==> config.mk <==
export PLATFORM = sky130hd
export DESIGN_NAME = cmi_identifier_regs
export DESIGN_NICKNAME = d
export VERILOG_FILES = /design/src/design/cmi_pkg.sv /design/src/design/cmi_tx_pack.sv /design/src/design/cmi_rx_unpack.sv /design/src/design/cmi_identifier_regs.sv
export SDC_FILE = /design/constraint.sdc
export NUM_CORES = 1
export LEC_CHECK = 0
export BUFFER_PORTS_ARGS = -buffer_cell sky130_fd_sc_hd__buf_2
export CAP_MARGIN = 40
export CORE_MARGIN = 2
export CORE_UTILIZATION = 62
export CTS_CLUSTER_DIAMETER = 80
export DETAILED_ROUTE_END_ITERATION = 10
export GPL_TIMING_DRIVEN = 1
export PLACE_DENSITY = 0.8
export SYNTH_ARGS = -nofsm -noshare
export SYNTH_HDL_FRONTEND = slang
export SYNTH_SLANG_ARGS = --single-unit
==> constraint.sdc <==
create_clock -name clk_i -period 3.5 [get_ports clk_i]
set_clock_uncertainty 0.05 [all_clocks]
set_input_delay 0 -clock clk_i [delete_from_list [all_inputs] [get_ports clk_i]]
set_output_delay 0 -clock clk_i [all_outputs]
set_load 0.01 [all_outputs]
==> src/design/cmi_pkg.sv <==
// Constants and types shared by the message buffer identifier block.
// Assumes a single 40 MHz module clock and byte-wide register access.
package cmi_pkg;

  // ----------------------------------------------------------------
  // Register map
  // ----------------------------------------------------------------
  localparam logic [3:0] TX_ID_BASE_OFS = 4'h0;
  localparam logic [3:0] RX_ID_BASE_OFS = 4'h4;
  localparam logic [3:0] STATUS_OFS     = 4'h8;

  localparam int STS_TX_ACTIVE_BIT = 0;
  localparam int STS_RX_VALID_BIT  = 1;
  localparam int STS_ARB_LOST_BIT  = 2;
  localparam int STS_BIT_ERR_BIT   = 3;

  localparam logic [7:0] RDATA_RESET  = 8'h00;
  localparam logic [3:0] STATUS_RESET = 4'h0;

  // ----------------------------------------------------------------
  // Identifier field layout
  // ----------------------------------------------------------------
  localparam int IDE_BIT     = 3;
  localparam int SRR_BIT     = 4;
  localparam int RTR_STD_BIT = 4;
  localparam int RTR_EXT_BIT = 0;

  localparam logic [5:0] STD_ARB_LEN = 6'h0D;
  localparam logic [5:0] EXT_ARB_LEN = 6'h20;
  localparam logic [5:0] CNT_ONE     = 6'h01;
  localparam logic [5:0] CNT_RESET   = 6'h00;

  localparam logic RECESSIVE = 1'b1;

  // ----------------------------------------------------------------
  // Types
  // ----------------------------------------------------------------
  typedef struct packed {
    logic [7:0] byte0;
    logic [7:0] byte1;
    logic [7:0] byte2;
    logic [7:0] byte3;
  } cmi_id_bytes_type;

  typedef enum logic {TX_IDLE, TX_SEND} cmi_tx_state_type;
  typedef enum logic {RX_IDLE, RX_COLLECT} cmi_rx_state_type;

endpackage

==> src/design/cmi_tx_pack.sv <==
// Turns the four transmit identifier bytes into a left-aligned arbitration vector.
// Assumes the bytes are stable while the caller loads the vector.
`timescale 1ns/10ps
module cmi_tx_pack (
  input  cmi_pkg::cmi_id_bytes_type id_i,
  output logic [31:0]               arb_vec_o,
  output logic [5:0]                arb_len_o
);

  // ----------------------------------------------------------------
  // Packing
  // ----------------------------------------------------------------
  // Byte order already matches bus order, ID28 or ID10 first
  assign arb_vec_o = id_i;
  // Standard uses only byte0 and the top five bits of byte1
  assign arb_len_o = id_i.byte1[cmi_pkg::IDE_BIT] ? cmi_pkg::EXT_ARB_LEN
                                                  : cmi_pkg::STD_ARB_LEN;

endmodule

==> src/design/cmi_rx_unpack.sv <==
// Places a received, left-aligned arbitration vector into the four identifier bytes.
// Assumes a standard vector has been shifted so that ID10 sits in bit 31.
`timescale 1ns/10ps
module cmi_rx_unpack (
  input  logic [31:0]               vec_i,
  input  logic                      ext_i,
  input  cmi_pkg::cmi_id_bytes_type cur_i,
  output cmi_pkg::cmi_id_bytes_type next_o
);

  // ----------------------------------------------------------------
  // Unpacking
  // ----------------------------------------------------------------
  cmi_pkg::cmi_id_bytes_type vec_bytes;

  assign vec_bytes = vec_i;
  // Extended: all 32 bits as sampled, SRR included
  // Standard: unused bits keep whatever they held
  assign next_o.byte0 = vec_bytes.byte0;
  assign next_o.byte1 = ext_i ? vec_bytes.byte1
                              : {vec_bytes.byte1[7:3], cur_i.byte1[2:0]};
  assign next_o.byte2 = ext_i ? vec_bytes.byte2 : cur_i.byte2;
  assign next_o.byte3 = ext_i ? vec_bytes.byte3 : cur_i.byte3;

endmodule

==> src/design/cmi_identifier_regs.sv <==
// Identifier registers of one transmit and one receive message buffer, with the
// arbitration-field serializer and deserializer that use them.
// Assumes bit_tick_i and bus_bit_i come from bit timing logic on clk_i, so no
// synchroniser is needed; bus_bit_i is the sampled bus level at each tick.
//
// Notes on behaviour
// Extended frame holds 29 ID bits, SRR, IDE and RTR in 32 bits.
// Standard frame uses 13 bits: eleven ID bits, RTR and IDE.
// Extended byte0 carries ID28 down to ID21, MSB in bit 7.
// Extended byte1: ID20-18 in 7-5, SRR bit 4, IDE bit 3, ID17-15 in 2-0.
// Extended byte2 carries ID14 down to ID7.
// Extended byte3: ID6-0 in bits 7-1, RTR in bit 0.
// Extended identifier is sent most significant bit first, ID28 leading.
// Smallest identifier value wins; a dominant bus bit beats our recessive.
// Software writes SRR as 1 in an extended transmit buffer.
// Received SRR is stored exactly as sampled.
// IDE zero means 11-bit standard, one means 29-bit extended.
// Receive buffer IDE is set to the received frame's format.
// Transmitter sends standard or extended per the stored IDE.
// Received RTR is recorded for software.
// Stored RTR is sent: zero data frame, one remote frame.
// Standard: byte0 ID10-3; byte1 ID2-0 in 7-5, RTR 4, IDE 3.
// Receive identifier bytes ignore CPU writes; only received frames load them.
// Identifier bytes have no reset value; unused bits read undefined.
// Standard transmit ignores byte1 low bits and bytes 2 and 3.
//
// The plain strobed port and the register offsets are this design's own decisions.
`timescale 1ns/10ps
module cmi_identifier_regs (
  input  logic       clk_i,
  input  logic       reset_i,
  input  logic [3:0] addr_i,
  input  logic [7:0] wdata_i,
  input  logic       wr_i,
  input  logic       rd_i,
  output logic [7:0] rdata_o,
  input  logic       tx_start_i,
  input  logic       rx_start_i,
  input  logic       bit_tick_i,
  input  logic       bus_bit_i,
  output logic       tx_bit_o,
  output logic       tx_active_o,
  output logic       tx_done_o,
  output logic       arb_lost_o,
  output logic       bit_err_o,
  output logic       rx_done_o,
  output logic       rx_ext_o
);

  // ----------------------------------------------------------------
  // Helpers
  // ----------------------------------------------------------------
  function automatic logic [7:0] pick_byte(input cmi_pkg::cmi_id_bytes_type b,
                                           input logic [1:0] idx);
    logic [7:0] r;
    r = b.byte0;
    case (idx)
      2'h1:    r = b.byte1;
      2'h2:    r = b.byte2;
      2'h3:    r = b.byte3;
      default: r = b.byte0;
    endcase
    return r;
  endfunction

  // ----------------------------------------------------------------
  // State
  // ----------------------------------------------------------------
  cmi_pkg::cmi_id_bytes_type tx_id_reg;
  cmi_pkg::cmi_id_bytes_type rx_id_reg;
  cmi_pkg::cmi_id_bytes_type rx_id_next;
  cmi_pkg::cmi_tx_state_type tx_state_reg;
  cmi_pkg::cmi_rx_state_type rx_state_reg;
  logic [31:0]               tx_sh_reg;
  logic [5:0]                tx_cnt_reg;
  logic [31:0]               rx_sh_reg;
  logic [5:0]                rx_cnt_reg;
  logic [3:0]                status_reg;
  logic [3:0]                status_next;
  logic [7:0]                rdata_reg;
  logic [7:0]                rdata_next;
  logic                      tx_bit_reg;
  logic                      tx_done_reg;
  logic                      arb_lost_reg;
  logic                      bit_err_reg;
  logic                      rx_done_reg;
  logic                      rx_ext_reg;

  // ----------------------------------------------------------------
  // Decode
  // ----------------------------------------------------------------
  logic        sel_tx;
  logic        sel_rx;
  logic        sel_sts;
  logic        tx_wr_en;
  logic        sts_wr;
  logic [31:0] arb_vec;
  logic [5:0]  arb_len;

  localparam logic [1:0] TX_ID_BASE_OFS_HI = cmi_pkg::TX_ID_BASE_OFS[3:2];
  localparam logic [1:0] RX_ID_BASE_OFS_HI = cmi_pkg::RX_ID_BASE_OFS[3:2];

  assign sel_tx  = (addr_i[3:2] == TX_ID_BASE_OFS_HI);
  assign sel_rx  = (addr_i[3:2] == RX_ID_BASE_OFS_HI);
  assign sel_sts = (addr_i == cmi_pkg::STATUS_OFS);
  // Buffer is owned by the transmitter while a frame is in flight
  assign tx_wr_en = wr_i & sel_tx & (tx_state_reg == cmi_pkg::TX_IDLE);
  assign sts_wr   = wr_i & sel_sts;

  // ----------------------------------------------------------------
  // Transmit path
  // ----------------------------------------------------------------
  logic tick_tx;
  logic lost_now;
  logic err_now;
  logic last_tx;
  logic tx_load;
  logic tx_stop;

  cmi_tx_pack u_pack (
    .id_i      (tx_id_reg),
    .arb_vec_o (arb_vec),
    .arb_len_o (arb_len)
  );

  assign tx_load  = (tx_state_reg == cmi_pkg::TX_IDLE) & tx_start_i;
  assign tick_tx  = (tx_state_reg == cmi_pkg::TX_SEND) & bit_tick_i;
  // Recessive sent but dominant seen: a smaller identifier is on the bus
  assign lost_now = tick_tx & tx_bit_reg & ~bus_bit_i;
  assign err_now  = tick_tx & ~tx_bit_reg & bus_bit_i;
  assign last_tx  = tick_tx & (tx_cnt_reg == cmi_pkg::CNT_ONE);
  assign tx_stop  = lost_now | err_now | last_tx;

  always_ff @(posedge clk_i or posedge reset_i) begin
    if (reset_i) begin
      tx_state_reg <= cmi_pkg::TX_IDLE;
      tx_sh_reg    <= {32{cmi_pkg::RECESSIVE}};
      tx_cnt_reg   <= cmi_pkg::CNT_RESET;
      tx_bit_reg   <= cmi_pkg::RECESSIVE;
    end else begin
      case (tx_state_reg)
        cmi_pkg::TX_IDLE: begin
          if (tx_load) begin
            tx_state_reg <= cmi_pkg::TX_SEND;
            tx_sh_reg    <= arb_vec;
            tx_cnt_reg   <= arb_len;
            tx_bit_reg   <= arb_vec[31];
          end
        end
        default: begin
          if (tx_stop) begin
            tx_state_reg <= cmi_pkg::TX_IDLE;
            tx_bit_reg   <= cmi_pkg::RECESSIVE;
            tx_cnt_reg   <= cmi_pkg::CNT_RESET;
          end else if (tick_tx) begin
            // SRR and RTR go out as stored, RTR last in an extended frame
            tx_sh_reg  <= {tx_sh_reg[30:0], cmi_pkg::RECESSIVE};
            tx_bit_reg <= tx_sh_reg[30];
            tx_cnt_reg <= tx_cnt_reg - cmi_pkg::CNT_ONE;
          end
        end
      endcase
    end
  end

  always_ff @(posedge clk_i or posedge reset_i) begin
    if (reset_i) begin
      tx_done_reg  <= 1'b0;
      arb_lost_reg <= 1'b0;
      bit_err_reg  <= 1'b0;
    end else begin
      tx_done_reg  <= last_tx & ~lost_now & ~err_now;
      arb_lost_reg <= lost_now;
      bit_err_reg  <= err_now;
    end
  end

  // ----------------------------------------------------------------
  // Receive path
  // ----------------------------------------------------------------
  logic        tick_rx;
  logic [31:0] rx_vec_next;
  logic [5:0]  rx_cnt_next;
  logic        std_end;
  logic        ext_end;
  logic        rx_store;
  logic [31:0] rx_aligned;

  assign tick_rx     = (rx_state_reg == cmi_pkg::RX_COLLECT) & bit_tick_i;
  assign rx_vec_next = {rx_sh_reg[30:0], bus_bit_i};
  assign rx_cnt_next = rx_cnt_reg + cmi_pkg::CNT_ONE;
  // Thirteenth bit is IDE; dominant ends a standard identifier
  assign std_end  = tick_rx & (rx_cnt_next == cmi_pkg::STD_ARB_LEN) & ~bus_bit_i;
  assign ext_end  = tick_rx & (rx_cnt_next == cmi_pkg::EXT_ARB_LEN);
  assign rx_store = std_end | ext_end;
  assign rx_aligned = std_end ? {rx_vec_next[12:0], 19'h00000} : rx_vec_next;

  cmi_rx_unpack u_unpack (
    .vec_i  (rx_aligned),
    .ext_i  (ext_end),
    .cur_i  (rx_id_reg),
    .next_o (rx_id_next)
  );

  always_ff @(posedge clk_i or posedge reset_i) begin
    if (reset_i) begin
      rx_state_reg <= cmi_pkg::RX_IDLE;
      rx_sh_reg    <= {32{cmi_pkg::RECESSIVE}};
      rx_cnt_reg   <= cmi_pkg::CNT_RESET;
    end else begin
      case (rx_state_reg)
        cmi_pkg::RX_IDLE: begin
          if (rx_start_i) begin
            rx_state_reg <= cmi_pkg::RX_COLLECT;
            rx_cnt_reg   <= cmi_pkg::CNT_RESET;
          end
        end
        default: begin
          if (rx_start_i) begin
            rx_cnt_reg <= cmi_pkg::CNT_RESET;
          end else if (rx_store) begin
            rx_state_reg <= cmi_pkg::RX_IDLE;
            rx_cnt_reg   <= cmi_pkg::CNT_RESET;
          end else if (tick_rx) begin
            rx_sh_reg  <= rx_vec_next;
            rx_cnt_reg <= rx_cnt_next;
          end
        end
      endcase
    end
  end

  always_ff @(posedge clk_i or posedge reset_i) begin
    if (reset_i) begin
      rx_done_reg <= 1'b0;
      rx_ext_reg  <= 1'b0;
    end else begin
      rx_done_reg <= rx_store & ~rx_start_i;
      if (rx_store & ~rx_start_i) begin
        rx_ext_reg <= ext_end;
      end
    end
  end

  // ----------------------------------------------------------------
  // Identifier storage
  // ----------------------------------------------------------------
  // Modelled as RAM: no reset, so contents start undefined
  always_ff @(posedge clk_i) begin
    if (tx_wr_en) begin
      case (addr_i[1:0])
        2'h0:    tx_id_reg.byte0 <= wdata_i;
        2'h1:    tx_id_reg.byte1 <= wdata_i;
        2'h2:    tx_id_reg.byte2 <= wdata_i;
        default: tx_id_reg.byte3 <= wdata_i;
      endcase
    end
  end

  // CPU has no write path here
  always_ff @(posedge clk_i) begin
    if (rx_store & ~rx_start_i) begin
      rx_id_reg <= rx_id_next;
    end
  end

  // ----------------------------------------------------------------
  // Status and read port
  // ----------------------------------------------------------------
  logic rx_valid_clr;
  logic arb_lost_clr;
  logic bit_err_clr;

  assign rx_valid_clr = sts_wr & wdata_i[cmi_pkg::STS_RX_VALID_BIT];
  assign arb_lost_clr = sts_wr & wdata_i[cmi_pkg::STS_ARB_LOST_BIT];
  assign bit_err_clr  = sts_wr & wdata_i[cmi_pkg::STS_BIT_ERR_BIT];

  // A set in the same cycle as its clear wins
  assign status_next[cmi_pkg::STS_TX_ACTIVE_BIT] = (tx_state_reg == cmi_pkg::TX_SEND);
  assign status_next[cmi_pkg::STS_RX_VALID_BIT]  = (rx_store & ~rx_start_i) |
      (status_reg[cmi_pkg::STS_RX_VALID_BIT] & ~rx_valid_clr);
  assign status_next[cmi_pkg::STS_ARB_LOST_BIT]  = lost_now |
      (status_reg[cmi_pkg::STS_ARB_LOST_BIT] & ~arb_lost_clr);
  assign status_next[cmi_pkg::STS_BIT_ERR_BIT]   = err_now |
      (status_reg[cmi_pkg::STS_BIT_ERR_BIT] & ~bit_err_clr);

  assign rdata_next = ~rd_i   ? cmi_pkg::RDATA_RESET :
                      sel_tx  ? pick_byte(tx_id_reg, addr_i[1:0]) :
                      sel_rx  ? pick_byte(rx_id_reg, addr_i[1:0]) :
                      sel_sts ? {4'h0, status_reg} :
                                cmi_pkg::RDATA_RESET;

  always_ff @(posedge clk_i or posedge reset_i) begin
    if (reset_i) begin
      status_reg <= cmi_pkg::STATUS_RESET;
      rdata_reg  <= cmi_pkg::RDATA_RESET;
    end else begin
      status_reg <= status_next;
      rdata_reg  <= rdata_next;
    end
  end

  // ----------------------------------------------------------------
  // Outputs
  // ----------------------------------------------------------------
  assign rdata_o     = rdata_reg;
  assign tx_bit_o    = tx_bit_reg;
  assign tx_active_o = status_reg[cmi_pkg::STS_TX_ACTIVE_BIT];
  assign tx_done_o   = tx_done_reg;
  assign arb_lost_o  = arb_lost_reg;
  assign bit_err_o   = bit_err_reg;
  assign rx_done_o   = rx_done_reg;
  assign rx_ext_o    = rx_ext_reg;

endmodule

## Word level (Yosys, flattened, before mapping)

Cells that the tools add are included.

| operators by class | value |
|---|---|
| $add $sub $neg | 2 |
| multipliers | 0 |
| div/mod/pow operators | 0 |
| order comparisons | 0 |
| eq/ne operators | 11 |
| shift-type cells | 0 |
| muxes and demuxes | 32 |
| bitwise logic cells | 40 |
| reduce and logical (&&, ||, !) cells | 15 |

Operator list:

| operator | number |
|---|---|
| $mux 31 | 4 |
| $mux 6 | 10 |
| $pmux 8 s3 | 2 |
| $mux 32 | 1 |
| $mux 8 | 3 |
| $and 1x1->1 | 23 |
| $reduce_and 2->1 | 7 |
| $mux 1 | 11 |
| $not 1->1 | 11 |
| $add 6x1->6 const B | 1 |
| $eq 6x1->1 const B | 1 |
| $eq 6x4->1 const B | 1 |
| $eq 6x6->1 const B | 1 |
| $or 1x1->1 | 6 |
| $sub 6x1->6 const B | 1 |
| $eq 2x1->1 const B | 2 |
| $eq 2x2->1 const B | 2 |
| $eq 4x4->1 const B | 1 |
| $logic_not 2->1 | 2 |
| $mux 4 | 1 |
| $reduce_and 4->1 | 1 |
| $reduce_bool 2->1 | 2 |
| $ne 3x1->1 const B | 1 |
| $reduce_and 3->1 | 1 |
| other kinds (4) | 4 |

| word-level totals | value |
|---|---|
| bits in registers | 158 |
| latch bits | 0 |
| memory bits (writable) | 0 |
| ROM bits | 0 |
| input bits | 20 |
| output and inout bits | 15 |
| word-level logic and storage cells | 123 |
| memories kept | 0 |

## Logic depth before layout (Yosys ltp)

Gate-level depths: netlist of run 1.

| depth | value |
|---|---|
| depth in word-level cells | 8 |
| mapped depth | 9 |
| mapped depth without buffers | 7 |

## By module

Synthesis of run 1 repeated with hierarchy kept, for this count alone.

| second synthesis, totals | value |
|---|---|
| cell total of the unflattened synthesis | 604 |
| area total of the unflattened synthesis | 7,806.2 µm² |

Modules (own cells, without submodules):

| module | instances | cells an instance | area each (µm²) | seq. area each (µm²) |
|---|---|---|---|---|
| cmi_identifier_regs | 1 | 531 | 7,140.6 | 4,352.9 |
| cmi_rx_unpack | 1 | 34 | 380.4 | 0.0 |
| cmi_tx_pack | 1 | 39 | 285.3 | 0.0 |

## Least setup slack after synthesis of run 1

Ideal clock, no wire load.

| timing | value |
|---|---|
| path type | flip-flop to flip-flop |
| start point | reg rx_cnt_reg[1] |
| end point | reg rx_id_reg[0] in the netlist's numbering, enable pin |
| library setup time | 0.421 ns |
| data arrival time | 2.791 ns |
| required time | 3.029 ns |
| path slack | 0.238 ns |
| stages on the path, launching flop included | 7 |
| buffers on the path | 1 |
| clock period less this slack | 3.262 ns |
| cell sequence | dfrtp_1 > ha_1 > buf_4 > a31o_2 > a21oi_1 > nand3_1 > nor3_1 |

| between the ends | value |
|---|---|
| word-level cells in the longest chain between the ends | 7 |
| elaborated cells between the ends (all ways) | 9 |
| those cells by class | add/sub (1); eq/ne (2); bitwise (5); reduce/logical (1) |

Ends and longest elaborated chain:

| element | RTL line | RTL |
|---|---|---|
| start, declared | cmi_identifier_regs.sv:77 | `logic [5:0] rx_cnt_reg;` |
| start signal, assigned | cmi_identifier_regs.sv:209 | `rx_cnt_reg <= cmi_pkg::CNT_RESET;` |
| start signal, assigned | cmi_identifier_regs.sv:215 | `rx_cnt_reg <= cmi_pkg::CNT_RESET;` |
| start signal, assigned | cmi_identifier_regs.sv:220 | `rx_cnt_reg <= cmi_pkg::CNT_RESET;` |
| $add 6x1->6 * | cmi_identifier_regs.sv:191 | `assign rx_cnt_next = rx_cnt_reg + cmi_pkg::CNT_ONE;` |
| $eq 6x4->1 | cmi_identifier_regs.sv:193 | `assign std_end = tick_rx & (rx_cnt_next == cmi_pkg::STD_ARB_LEN) & ~bus_bit_i;` |
| $and 1x1->1 (2 in series) | cmi_identifier_regs.sv:193 |  |
| $or 1x1->1 | cmi_identifier_regs.sv:195 | `assign rx_store = std_end \| ext_end;` |
| $and 1x1->1 | cmi_identifier_regs.sv:262 | `if (rx_store & ~rx_start_i) begin` |
| $reduce_and 2->1 (no line) * | n/a |  |
| end signal, assigned | cmi_identifier_regs.sv:263 | `rx_id_reg <= rx_id_next;` |
| end, declared | cmi_identifier_regs.sv:70 | `cmi_pkg::cmi_id_bytes_type rx_id_reg;` |

Mark *: on every way between the ends. The rest lies on a longest branch, timed or not.
A chain may end at the register's enable or synchronous reset.

## Final worst setup path of run 1

| timing | value |
|---|---|
| start point | reg rx_cnt_reg[0] |
| end point | reg rx_id_reg[25] in the netlist's numbering (data pin) |

| between the ends | value |
|---|---|
| word-level cells in the longest chain between the ends | 5 |

Ends and longest elaborated chain:

| element | RTL line | RTL |
|---|---|---|
| $add 6x1->6 | cmi_identifier_regs.sv:191 |  |
| $eq 6x4->1 | cmi_identifier_regs.sv:193 |  |
| $and 1x1->1 (2 in series) | cmi_identifier_regs.sv:193 |  |
| $mux 32 | cmi_identifier_regs.sv:196 | `assign rx_aligned = std_end ? {rx_vec_next[12:0], 19'h00000} : rx_vec_next;` |
| named net rx_aligned[25] | cmi_identifier_regs.sv:187 | `logic [31:0] rx_aligned;` |

The timed path passes the listed nets, and every way through them passes these cells.

==> summary.txt, run 1 <==
Layout
  – Final Cell Area: ~8600 sq um
  – Final net count: 728
  – ANT cells: 0
  – Non-filler cells, final: around 860
  – Layout cell share with drive strength beyond 1: 27.1%
  – Area Growth Syn to Fin: 13.1%
  – Fillers: 816
  – Post-layout util: 72.0%

Logic synthesis
  – Syn Inst Count: 667
  – Fraction of synthesis flops using an asynchronous set or reset pin: 59.5%
  – Post-synthesis sequential area ratio: 56.9%
  – Yosys cell types: 59
  – Synth Warn #: 0
  – Post-synth top cells: 85 x o21ai_0, 64 x edfxtp_1, 64 x nor2_1
  – Post-synth net total: ~690
  – Largest area contributor in the netlist: edfxtp_1
  – Synthesis-stage register bit count: between 150 and 200
  – Yosys top cell area share: between 20% and 30%
  – Top post-synthesis cells by area: edfxtp_1 25%, dfstp_2 22%, dfrtp_1 10%, o21ai_0 5.6%, o41ai_2 4.9%
  – Count leader, synth: o21ai_0
  – Syn_area_per_cell: between 10 and 15 sq um
  – Mapped Area: approximately 7600 sq um
  – Number of synthesized flops with an enable pin: 64
  – Main flop type after synthesis: edfxtp_1

Power and ir drop
  – Total power: 5.75 mW
  – Pwr Density: 665 nW/um^2
  – Maximum vdd drop: around 450 uV
  – P_leak: about 3.5 nW

Route
  – Drt drc: 0
  – 1st-iter DRT viols: between 400 and 500
  – Routed WL: 17.0 mm
  – Via density: between 6 and 7
  – Vias: 5330
  – Wire per inst: approximately 20 um
  – ANT nets after route: 0
  – TritonRoute pass-1 iters: 5

Clock network
  – TritonCTS buffer count: 17
  – CTS Sinks: roughly 160
  – CTS tree: done
  – H-tree depth: 4
  – CTS clk-pin slew, worst paths: around 0.060 ns
  – Bufs on Longest Clock Path: 2
  – Root Buffer Master: clkbuf_16
  – Clk Latency, worst-skew pair: 0.42 ns
  – CTS resizes: 0

Hold path
  – Hold_sp: addr_i[2]
  – Hold crit path type: input port to flop
  – Hold Path Cell Cnt: 3

Place
  – Placed Instances: approximately 810
  – GPL Wtd Cong: 0.820
  – Hpwl dp: about 11 mm
  – Placed inst area: slightly below 8000 sq um
  – Place WS: between 0.7 and 0.8 ns
  – I/O Buffers: 34

Worst setup path
  – Endpoint type of the worst setup path: flop
  – Reg2reg setup slack: just under 0.7 ns
  – Startpoint types: flop
  – Reg-to-Reg Start: rx_cnt_reg[0]$_DFFE_PP0P_
  – WP data arrival: approximately 2.9 ns
  – Worst R2R End: rx_id_reg[25]$_DFFE_PP_
  – Beginning of the critical path: rx_cnt_reg[0]$_DFFE_PP0P_
  – CP Class: flop to flop
  – Worst-path fanout max: 17
  – Crit path required time: roughly 3.6 ns
  – Worst reg-to-reg path cell count: 6
  – Crit path capture: rx_id_reg[25]$_DFFE_PP_

Global routing
  – Vias in the first global route: approximately 5300
  – First-pass GRT wire length: ~27 mm
  – Grt ovf: 0
  – Gr usage total: a little over a quarter
  – Initial antenna violation count: 0
  – Largest net degree at the start of global routing: 62

Die
  – Core box area: about 12000 sq um
  – Die W: ~120 um
  – Die footprint: about 13000 sq um
  – I/O pin cnt: 35
  – Site row count: 40
  – Initial Utilization: between 60 and 70%
  – Chip height: about 120 um

Status
  – Status: completed

Timing
  – Final hold slack: between 0.02 and 0.03 ns
  – Final setup viols: 0
  – Max_slew headroom: between 40% and 50%
  – Period utilisation layout: approximately 81%
  – Fmax achieved: roughly 0.35 GHz
  – Period minus WS final: roughly 2.8 ns
  – Final-report hold violation count: 0
  – RSZ-0062 raised after global routing: no
  – Actual slew at the worst max-slew pin: between 0.8 and 0.9 ns
  – Final Max Slew Viols: 0
  – Setup ws final: 0.680 ns
  – Fin Setup TNS: 0 ns

Job
  – Max-cap viol count: 0
-- layout make-up --
class	instances	area [sq um]	area share (%)
clock buffer	25	485	5.62
clock inverter	7	63.8	0.738
inverter	45	170	1.97
timing repair buffer	68	480	5.56
multi-input combinational	413	2910	33.6
tap	147	184	2.13
sequential	158	4350	50.4
-- cells by family (layout without fill, tap and decap cells) --
logic type | count (synthesis) | after routing | share of synthesized area (%)
AOI/OAI and AO/OA | 169 | 169 | 16.4
DFF | 158 | 158 | 56.9
muxes | 50 | 50 | 8.56
and+or+nand+nor | 181 | 181 | 10.9
adders and majority gates | 5 | 5 | 0.818
xor gates and xnor gates | 8 | 8 | 0.917
buffers and inverters | 96 | 145 | 5.42
-- worst min-delay path by stage --
stage | to | slack, ns
after floorplan | arb_lost_o$_DFF_PP0_ | 0.03
after global placement | rx_cnt_reg[5]$_DFFE_PP0P_ | 0.12
final | rdata_o[4]$_DFF_PP0_ | 0.03
after CTS | rdata_o[4]$_DFF_PP0_ | 0.02
after detailed placement | rx_cnt_reg[3]$_DFFE_PP0P_ | -0.16
after global routing | rdata_o[4]$_DFF_PP0_ | 0.05
-- critical path, stage by stage (launching register included) --
cell and delay, ns:
dfrtp_1 0.51, ha_1 0.43, nand4_1 0.18, a21oi_1 0.40, and4_1 0.58, buf_4 0.29
o21ai_0 0.12
-- timing repair --
item / in CTS / in global routing
hold endpoints to repair: 98 / 0
hold buffers: 17 / 0
setup buffers: 0 / 0
-- routing by layer --
metal / GRT usage [%] / vias to the layer above / wire length [um]
met5: 0 / - / 0
met4: 8.59 / 0 / 298
met3: 6.38 / 19 / 968
met2: 46.7 / 179 / 9000
met1: 34.5 / 2668 / 6730
li1: - / 2464 / -
-- cells in the final DEF (no fill, tap or decap), types with 5 or more instances in the layout --
cell type and instances:
o41ai_2 23, nand3_1 8, buf_4 16, clkbuf_1 5, o21ai_0 85, mux2i_1 35
mux4_2 12, nand2b_1 6, a21oi_1 21, edfxtp_1 64, dfrtp_1 30, o41ai_1 9
dlygate4sd3_1 17, dfstp_2 63, nor3_1 8, a21o_1 5, ha_1 5, nor2_1 64
buf_2 34, clkbuf_16 17, nand4_1 6, nand2_1 60, inv_1 44
-- power breakdown --
group	total [mW]	switching [mW]	internal, mW
clock	1.71	0.681	1.03
sequential	2.67	0.205	2.46
combinational	1.37	0.834	0.537
total	5.75	1.72	4.03
(Power assumes the default switching activity.)
==> inputs of run 2 (changes only) <==
==> constraint.sdc (replaced) <==
create_clock -name clk_i -period 2.71 [get_ports clk_i]
set_clock_uncertainty 0.05 [all_clocks]
set_input_delay 0 -clock clk_i [delete_from_list [all_inputs] [get_ports clk_i]]
set_output_delay 0 -clock clk_i [all_outputs]
set_load 0.01 [all_outputs]
==> run 2 against run 1 <==
Effect of this change: wire length down 1.4%; highest routed layer unchanged; hold slack better by 0.0081 ns; cell area up 0.72%; via count up 0.36%; utilization up 0.52 points; global-route usage down 0.11 points; fmax up 16%; flip-flop and latch count unchanged; first-iteration DRC count up 17%; sequential share of layout area down 0.36 points; critical path type unchanged.
==> summary.txt, run 2 (same netlist as run 1, synthesis figures left out) <==
Status
  – Status: completed

Die
  – Core box area: between 10000 and 15000 sq um
  – I/O pin cnt: 35
  – Site row count: 40
  – Chip height: around 120 um
  – Initial Utilization: 63.6%
  – Die W: around 120 um
  – Die footprint: 13200 sq um

Place
  – I/O Buffers: 34
  – Hpwl dp: roughly 11 mm
  – GPL Wtd Cong: 0.829
  – Placed inst area: between 7000 and 8000 sq um
  – Place WS: between 0.2 and 0.3 ns
  – Placed Instances: approximately 820

Worst setup path
  – Top Family by Delay on Critical Path: simple AND/OR/NAND/NOR gates
  – WP data arrival: 2.72 ns
  – CP dominant cell by count: buf_4
  – Worst path cell trace: ha_1 -> buf_4 -> a31o_2 -> and4_1 -> buf_4 -> nor2_1 -> o21ai_0 -> o41ai_2
  – Reg2reg setup slack: around 0.27 ns
  – Critical path's slowest cell: and4_1
  – Crit path buffers/inverters: 2
  – Endpoint type of the worst setup path: flop
  – Worst R2R End: rx_sh_reg[17]$_DFFE_PP1P_
  – Crit path required time: approximately 3.0 ns
  – Worst reg-to-reg path cell count: 8
  – Worst-path fanout max: 17
  – Worst path max stage delay: between 0.5 and 0.6 ns
  – Startpoint types: flop
  – CP Class: flop to flop
  – Reg-to-Reg Start: rx_cnt_reg[0]$_DFFE_PP0P_

Timing
  – Final-report hold violation count: 0
  – Fin Setup TNS: 0 ns
  – Fmax achieved: 0.410 GHz
  – Actual slew at the worst max-slew pin: 0.744 ns
  – Final Max Slew Viols: 0
  – Final hold slack: between 0.03 and 0.04 ns
  – Final setup viols: 0
  – Setup ws final: approximately 0.27 ns
  – RSZ-0062 raised after global routing: no
  – Max_slew headroom: about half
  – Period utilisation layout: between 90% and 100%
  – Period minus WS final: roughly 2.4 ns

Power and ir drop
  – Maximum vdd drop: around 510 uV
  – Pwr Density: a little under 900 nW/um^2
  – Comb pwr share: about 23%
  – Sw power: around 2.3 mW
  – P_leak: 3.51 nW
  – Net Sw Frac: a little under a third
  – Clock Power Share: a little under a third
  – Total power: around 7.5 mW
  – Flop pwr share: approximately 46%
  – P_int: 5.25 mW

Global routing
  – Initial antenna violation count: 0
  – Largest net degree at the start of global routing: 62
  – Gr usage total: about 27%
  – First-pass GRT wire length: ~27 mm
  – Grt ovf: 0
  – Vias in the first global route: 5300

Clock network
  – Clk Latency, worst-skew pair: 0.43 ns
  – Post-CTS Setup Inserts: 0
  – CTS tree: done
  – H-tree depth: 4
  – CTS clk-pin slew, worst paths: 0.06 ns
  – Bufs on Longest Clock Path: 2
  – TritonCTS buffer count: 17
  – CTS resizes: 0
  – Root Buffer Master: clkbuf_16
  – CTS Sinks: approximately 160

Hold path
  – Hold crit path type: input port to flop
  – Hold_sp: addr_i[2]
  – Hold worst-path end: rdata_o[1]$_DFF_PP0_
  – Hold Path Cell Cnt: 4

Route
  – ANT nets after route: 0
  – TritonRoute pass-1 iters: 5
  – Via density: between 6 and 7
  – Vias: approximately 5300
  – Routed WL: ~17 mm
  – Wire per inst: ~19 um
  – Drt drc: 0
  – 1st-iter DRT viols: between 500 and 600

Layout
  – Post-layout util: between 70 and 80%
  – Layout cell share with drive strength beyond 1: between 20% and 30%
  – ANT cells: 0
  – Commonest cells after routing, fill and taps aside: 85 x o21ai_0, 64 x edfxtp_1, 63 x nor2_1, 63 x dfstp_2, 60 x nand2_1
  – Non-filler cells, final: about 870
  – Area Growth Syn to Fin: 13.9%
  – Commonest non-fill, non-tap cell in the layout: o21ai_0
  – Final Cell Area: between 8000 and 9000 sq um
  – Final net count: 732

Job
  – Max-cap viol count: 0
==> run 2: changes by cell type in the layout (fill, tap and decap cells not counted) <==
cell | before | now
nor2_1 | 64 | 63
nor2_2 | 0 | 1
clkbuf_8 | 3 | 1
bufinv_16 | 1 | 2
clkinvlp_4 | 2 | 5
clkbuf_1 | 5 | 0
clkinv_4 | 0 | 1
buf_4 | 16 | 21
inv_6 | 0 | 2
dlygate4sd3_1 | 17 | 16
==> run 2: power by group through the flow <==
stage	sequential [mW]	clock (mW)	combinational [mW]
after detailed placement	3.50	0	1.70
after CTS	3.47	2.36	1.73
after floorplan	3.39	0	1.33
final	3.47	2.33	1.73
after global placement	3.48	0	1.61
after global routing	3.52	2.46	1.93
==> run 2: worst max path at each step <==
| stage | startpoint | endpoint | cells after the start |
|---|---|---|---|
| 2_1_floorplan | rx_cnt_reg[1]$_DFFE_PP0P_ | rx_id_reg[0]$_SDFFCE_PN0P_ | 6 |
| 3_3_place_gp | rx_cnt_reg[0]$_DFFE_PP0P_ | rx_id_reg[30]$_DFFE_PP_ | 7 |
| 3_5_place_dp | rx_cnt_reg[0]$_DFFE_PP0P_ | rx_sh_reg[18]$_DFFE_PP1P_ | 8 |
| 4_1_cts | rx_cnt_reg[0]$_DFFE_PP0P_ | rx_sh_reg[17]$_DFFE_PP1P_ | 8 |
| 5_1_grt | rx_cnt_reg[0]$_DFFE_PP0P_ | rx_sh_reg[18]$_DFFE_PP1P_ | 8 |
| 6_report | rx_cnt_reg[0]$_DFFE_PP0P_ | rx_sh_reg[17]$_DFFE_PP1P_ | 8 |
==> run 2: per-layer routing <==
layer / GRT usage (%) / vias up / part of all wire [%] / routed length, um
met5: 0 / - / 0 / 0
met3: 6.01 / 29 / 5.0 / 844
met4: 10.3 / 0 / 2.1 / 348
li1: - / 2470 / - / -
met2: 45.2 / 181 / 51 / 8630
met1: 35.0 / 2669 / 41 / 6930
==> run 2: layout make-up <==
cell class	instances	area (sq um)
sequential	158	4350
fill	795	3300
multi-input combinational	413	2910
timing repair buffer	72	508
clock buffer	18	439
tap	147	184
inverter	45	170
clock inverter	14	143
==> run 2: repair_timing <==
item,in CTS,in global routing
hold buffers,16,0
endpoints found under the hold margin,90,0
setup endpoints to repair,0,0
==> run 2: worst min-delay path: stages <==
cell	delay [ns]
buf_2	0.09
or2_2	0.17
o21ai_0	0.12
nor2_1	0.09
==> inputs of run 3 (changes only) <==
--- a/config.mk
+++ b/config.mk
@@ -8,11 +8,11 @@
 export BUFFER_PORTS_ARGS = -buffer_cell sky130_fd_sc_hd__buf_2
 export CAP_MARGIN = 40
 export CORE_MARGIN = 2
-export CORE_UTILIZATION = 62
+export CORE_UTILIZATION = 56
 export CTS_CLUSTER_DIAMETER = 80
 export DETAILED_ROUTE_END_ITERATION = 10
 export GPL_TIMING_DRIVEN = 1
-export PLACE_DENSITY = 0.8
+export PLACE_DENSITY = 0.77
 export SYNTH_ARGS = -nofsm -noshare
 export SYNTH_HDL_FRONTEND = slang
 export SYNTH_SLANG_ARGS = --single-unit
==> constraint.sdc (replaced) <==
create_clock -name clk_i -period 2 [get_ports clk_i]
set_clock_uncertainty 0.05 [all_clocks]
set_input_delay 0 -clock clk_i [delete_from_list [all_inputs] [get_ports clk_i]]
set_output_delay 0 -clock clk_i [all_outputs]
set_load 0.01 [all_outputs]
==> run 3 against run 2 <==
Effect of this change: the flow now finishes with violations (negative setup slack); sequential power grew 35%; flip-flop and latch count is the same; first-iteration DRC count shrank 17%; via count grew 1.5%; non-clock buffer count grew 34; worst setup slack lost 0.36 ns; global-route usage shrank 2.6 points; wire length grew 2.7%; final cell count grew 7.3%; cell area grew 8.1%; utilization shrank 1.7 points; register-to-register slack lost 0.36 ns; highest routed layer unchanged.
==> summary.txt, run 3 (same netlist as run 1, synthesis figures left out) <==
Worst setup path
  – WP data arrival: 2.39 ns
  – Worst-path fanout max: 31
  – Crit path buffers/inverters: 2
  – Worst R2R End: rx_cnt_reg[1]$_DFFE_PP0P_
  – Startpoint types: flop
  – Critical path's slowest cell: dfrtp_2
  – Worst reg-to-reg path cell count: 8
  – Top Family by Delay on Critical Path: flip-flops
  – Levels on crit path: 8
  – Reg2reg setup slack: -0.09 ns
  – Endpoint type of the worst setup path: flop
  – Crit path required time: 2.30 ns
  – Reg-to-Reg Start: rx_cnt_reg[1]$_DFFE_PP0P_
  – Worst path max stage delay: 0.46 ns
  – Worst path cell trace: ha_4 -> buf_6 -> xor2_2 -> o211ai_2 -> o311ai_4 -> buf_6 -> or3_4 -> a21oi_2
  – CP Class: flop to flop
  – CP dominant cell by count: buf_6

Layout
  – Commonest non-fill, non-tap cell in the layout: edfxtp_1
  – Area Growth Syn to Fin: 23.2%
  – Layout cell share with drive strength beyond 1: approximately 36%
  – Final net count: about 770
  – ANT cells: 0
  – Fillers: ~900
  – Final Cell Area: approximately 9400 sq um
  – Commonest cells after routing, fill and taps aside: 64 x edfxtp_1, 63 x nor2_1, 63 x dfstp_2
  – Post-layout util: between 70% and 80%

Global routing
  – First-pass GRT wire length: roughly 27 mm
  – Vias in the first global route: ~5500
  – Initial antenna violation count: 0
  – Largest net degree at the start of global routing: slightly above 60
  – Grt ovf: 0
  – Gr usage total: 24.5%

Hold path
  – Hold_sp: addr_i[3]
  – Hold crit path type: input port to flop
  – Hold Path Cell Cnt: 4
  – Hold worst-path end: rdata_o[7]$_DFF_PP0_

Power and ir drop
  – Pwr Density: between 1000 and 1500 nW/um^2
  – Total power: between 10 and 15 mW
  – Maximum vdd drop: about 700 uV
  – P_leak: between 3 and 4 nW

Timing
  – Actual slew at the worst max-slew pin: around 0.57 ns
  – Final hold slack: between 0.02 and 0.025 ns
  – Period minus WS final: approximately 2.1 ns
  – Setup ws final: -0.0887 ns
  – Final-report hold violation count: 0
  – Final Max Slew Viols: 0
  – Max_slew headroom: between 60% and 70%
  – RSZ-0062 raised after global routing: yes
  – Final setup viols: 91
  – Fmax achieved: ~0.48 GHz
  – Period utilisation layout: 104%

Clock network
  – CTS clk-pin slew, worst paths: ~0.06 ns
  – H-tree depth: 4
  – CTS tree: done
  – Root Buffer Master: clkbuf_16
  – Clk Latency, worst-skew pair: 0.42 ns
  – Bufs on Longest Clock Path: 2
  – TritonCTS buffer count: 17
  – CTS Sinks: ~160

Route
  – Met1 Wirelength: a little over 7 mm
  – ANT nets after route: 0
  – Met2 routed WL: 8.96 mm
  – Wire per inst: approximately 19 um
  – TritonRoute pass-1 iters: 4
  – Vias: approximately 5400
  – Via density: 5.84
  – Routed WL: roughly 17 mm
  – Drt drc: 0
  – 1st-iter DRT viols: between 400 and 500
  – Top sig layer: met4
  – Routed met3 length: ~710 um

Place
  – Place WS: -0.258 ns
  – Hpwl dp: ~11 mm
  – GPL Wtd Cong: around 0.87
  – Placed inst area: 8390 sq um
  – I/O Buffers: 34

Die
  – Initial Utilization: approximately 57%
  – Core box area: approximately 13000 sq um
  – Site row count: 42
  – Die W: between 100 and 150 um
  – Chip height: between 100 and 150 um
  – Die footprint: between 10000 and 15000 sq um
  – I/O pin cnt: 35

Status
  – Failing checks: negative setup slack
  – Status: finished with violations

Job
  – Max-cap viol count: 0
run 3: cell count changes in the layout (fill, tap and decap cells not counted), moves of 4 or more:
cell / before / now
buf_12: 1 / 8
buf_4: 21 / 37
buf_6: 0 / 7
clkbuf_1: 0 / 7
nor3_1: 8 / 4
o21ai_0: 85 / 50
o21ai_1: 1 / 30
o21ai_2: 0 / 6
o41ai_1: 9 / 2
o41ai_2: 23 / 30
run 3: how the worst max path moves through the flow:
stage | start | to
2_1_floorplan | rx_cnt_reg[1]$_DFFE_PP0P_ | rx_id_reg[0]$_SDFFCE_PN0P_
3_3_place_gp | rx_cnt_reg[1]$_DFFE_PP0P_ | rx_id_reg[23]$_DFFE_PP_
3_5_place_dp | rx_cnt_reg[1]$_DFFE_PP0P_ | rx_id_reg[24]$_DFFE_PP_
4_1_cts | rx_cnt_reg[1]$_DFFE_PP0P_ | rx_id_reg[23]$_DFFE_PP_
5_1_grt | rx_cnt_reg[1]$_DFFE_PP0P_ | rx_sh_reg[21]$_DFFE_PP1P_
6_report | rx_cnt_reg[1]$_DFFE_PP0P_ | rx_cnt_reg[1]$_DFFE_PP0P_
run 3: worst register-to-register path: cells and delay by family, from the launching register on:
kind	cells	cell delay (ns)
simple gates	1	0.39
xor+xnor	1	0.18
compound gates	3	0.39
buf+inv	2	0.35
flops	1	0.46
fa+ha+maj	1	0.21
run 3: layout make-up:
type / instances / area [sq um] / share of cell area (%)
Timing Repair Buffer: 106 / 937 / 9.95
Clock inverter: 6 / 85.1 / 0.904
Multi-Input combinational cell: 413 / 3160 / 33.6
Tap cell: 176 / 220 / 2.34
Sequential cell: 158 / 4360 / 46.3
Inverter: 45 / 173 / 1.83
Clock buffer: 26 / 479 / 5.09
run 3: power breakdown:
part,internal [mW],switching (mW)
logic,1.15,1.58
clock network,1.90,1.19
registers,4.31,0.363
run 3: routing by layer:
layer | vias to the layer above | GRT usage, %
met5 | - | 0
met4 | 0 | 7.92
met3 | 24 | 5.80
met2 | 138 | 40.9
met1 | 2721 | 31.6
li1 | 2545 | -
run 3: through the flow:
stage                     cells  setup TNS, ns
final                       930          -4.72
after global routing        930         -10.41
after CTS                   924          -4.21
after detailed placement    875         -16.57
after global placement      875         -11.52
after floorplan             667         -11.82
run 3: what timing repair did:
| item | 4_1_cts | 5_1_grt |
|---|---|---|
| resized for setup | 41 | 36 |
| hold buffers | 16 | 0 |
| gates cloned | 0 | 3 |
| pin swaps | 3 | 5 |
| endpoints found under the hold margin | 150 | 0 |
| endpoints found under the setup margin | 102 | 123 |
| buffers inserted | 1 | 5 |
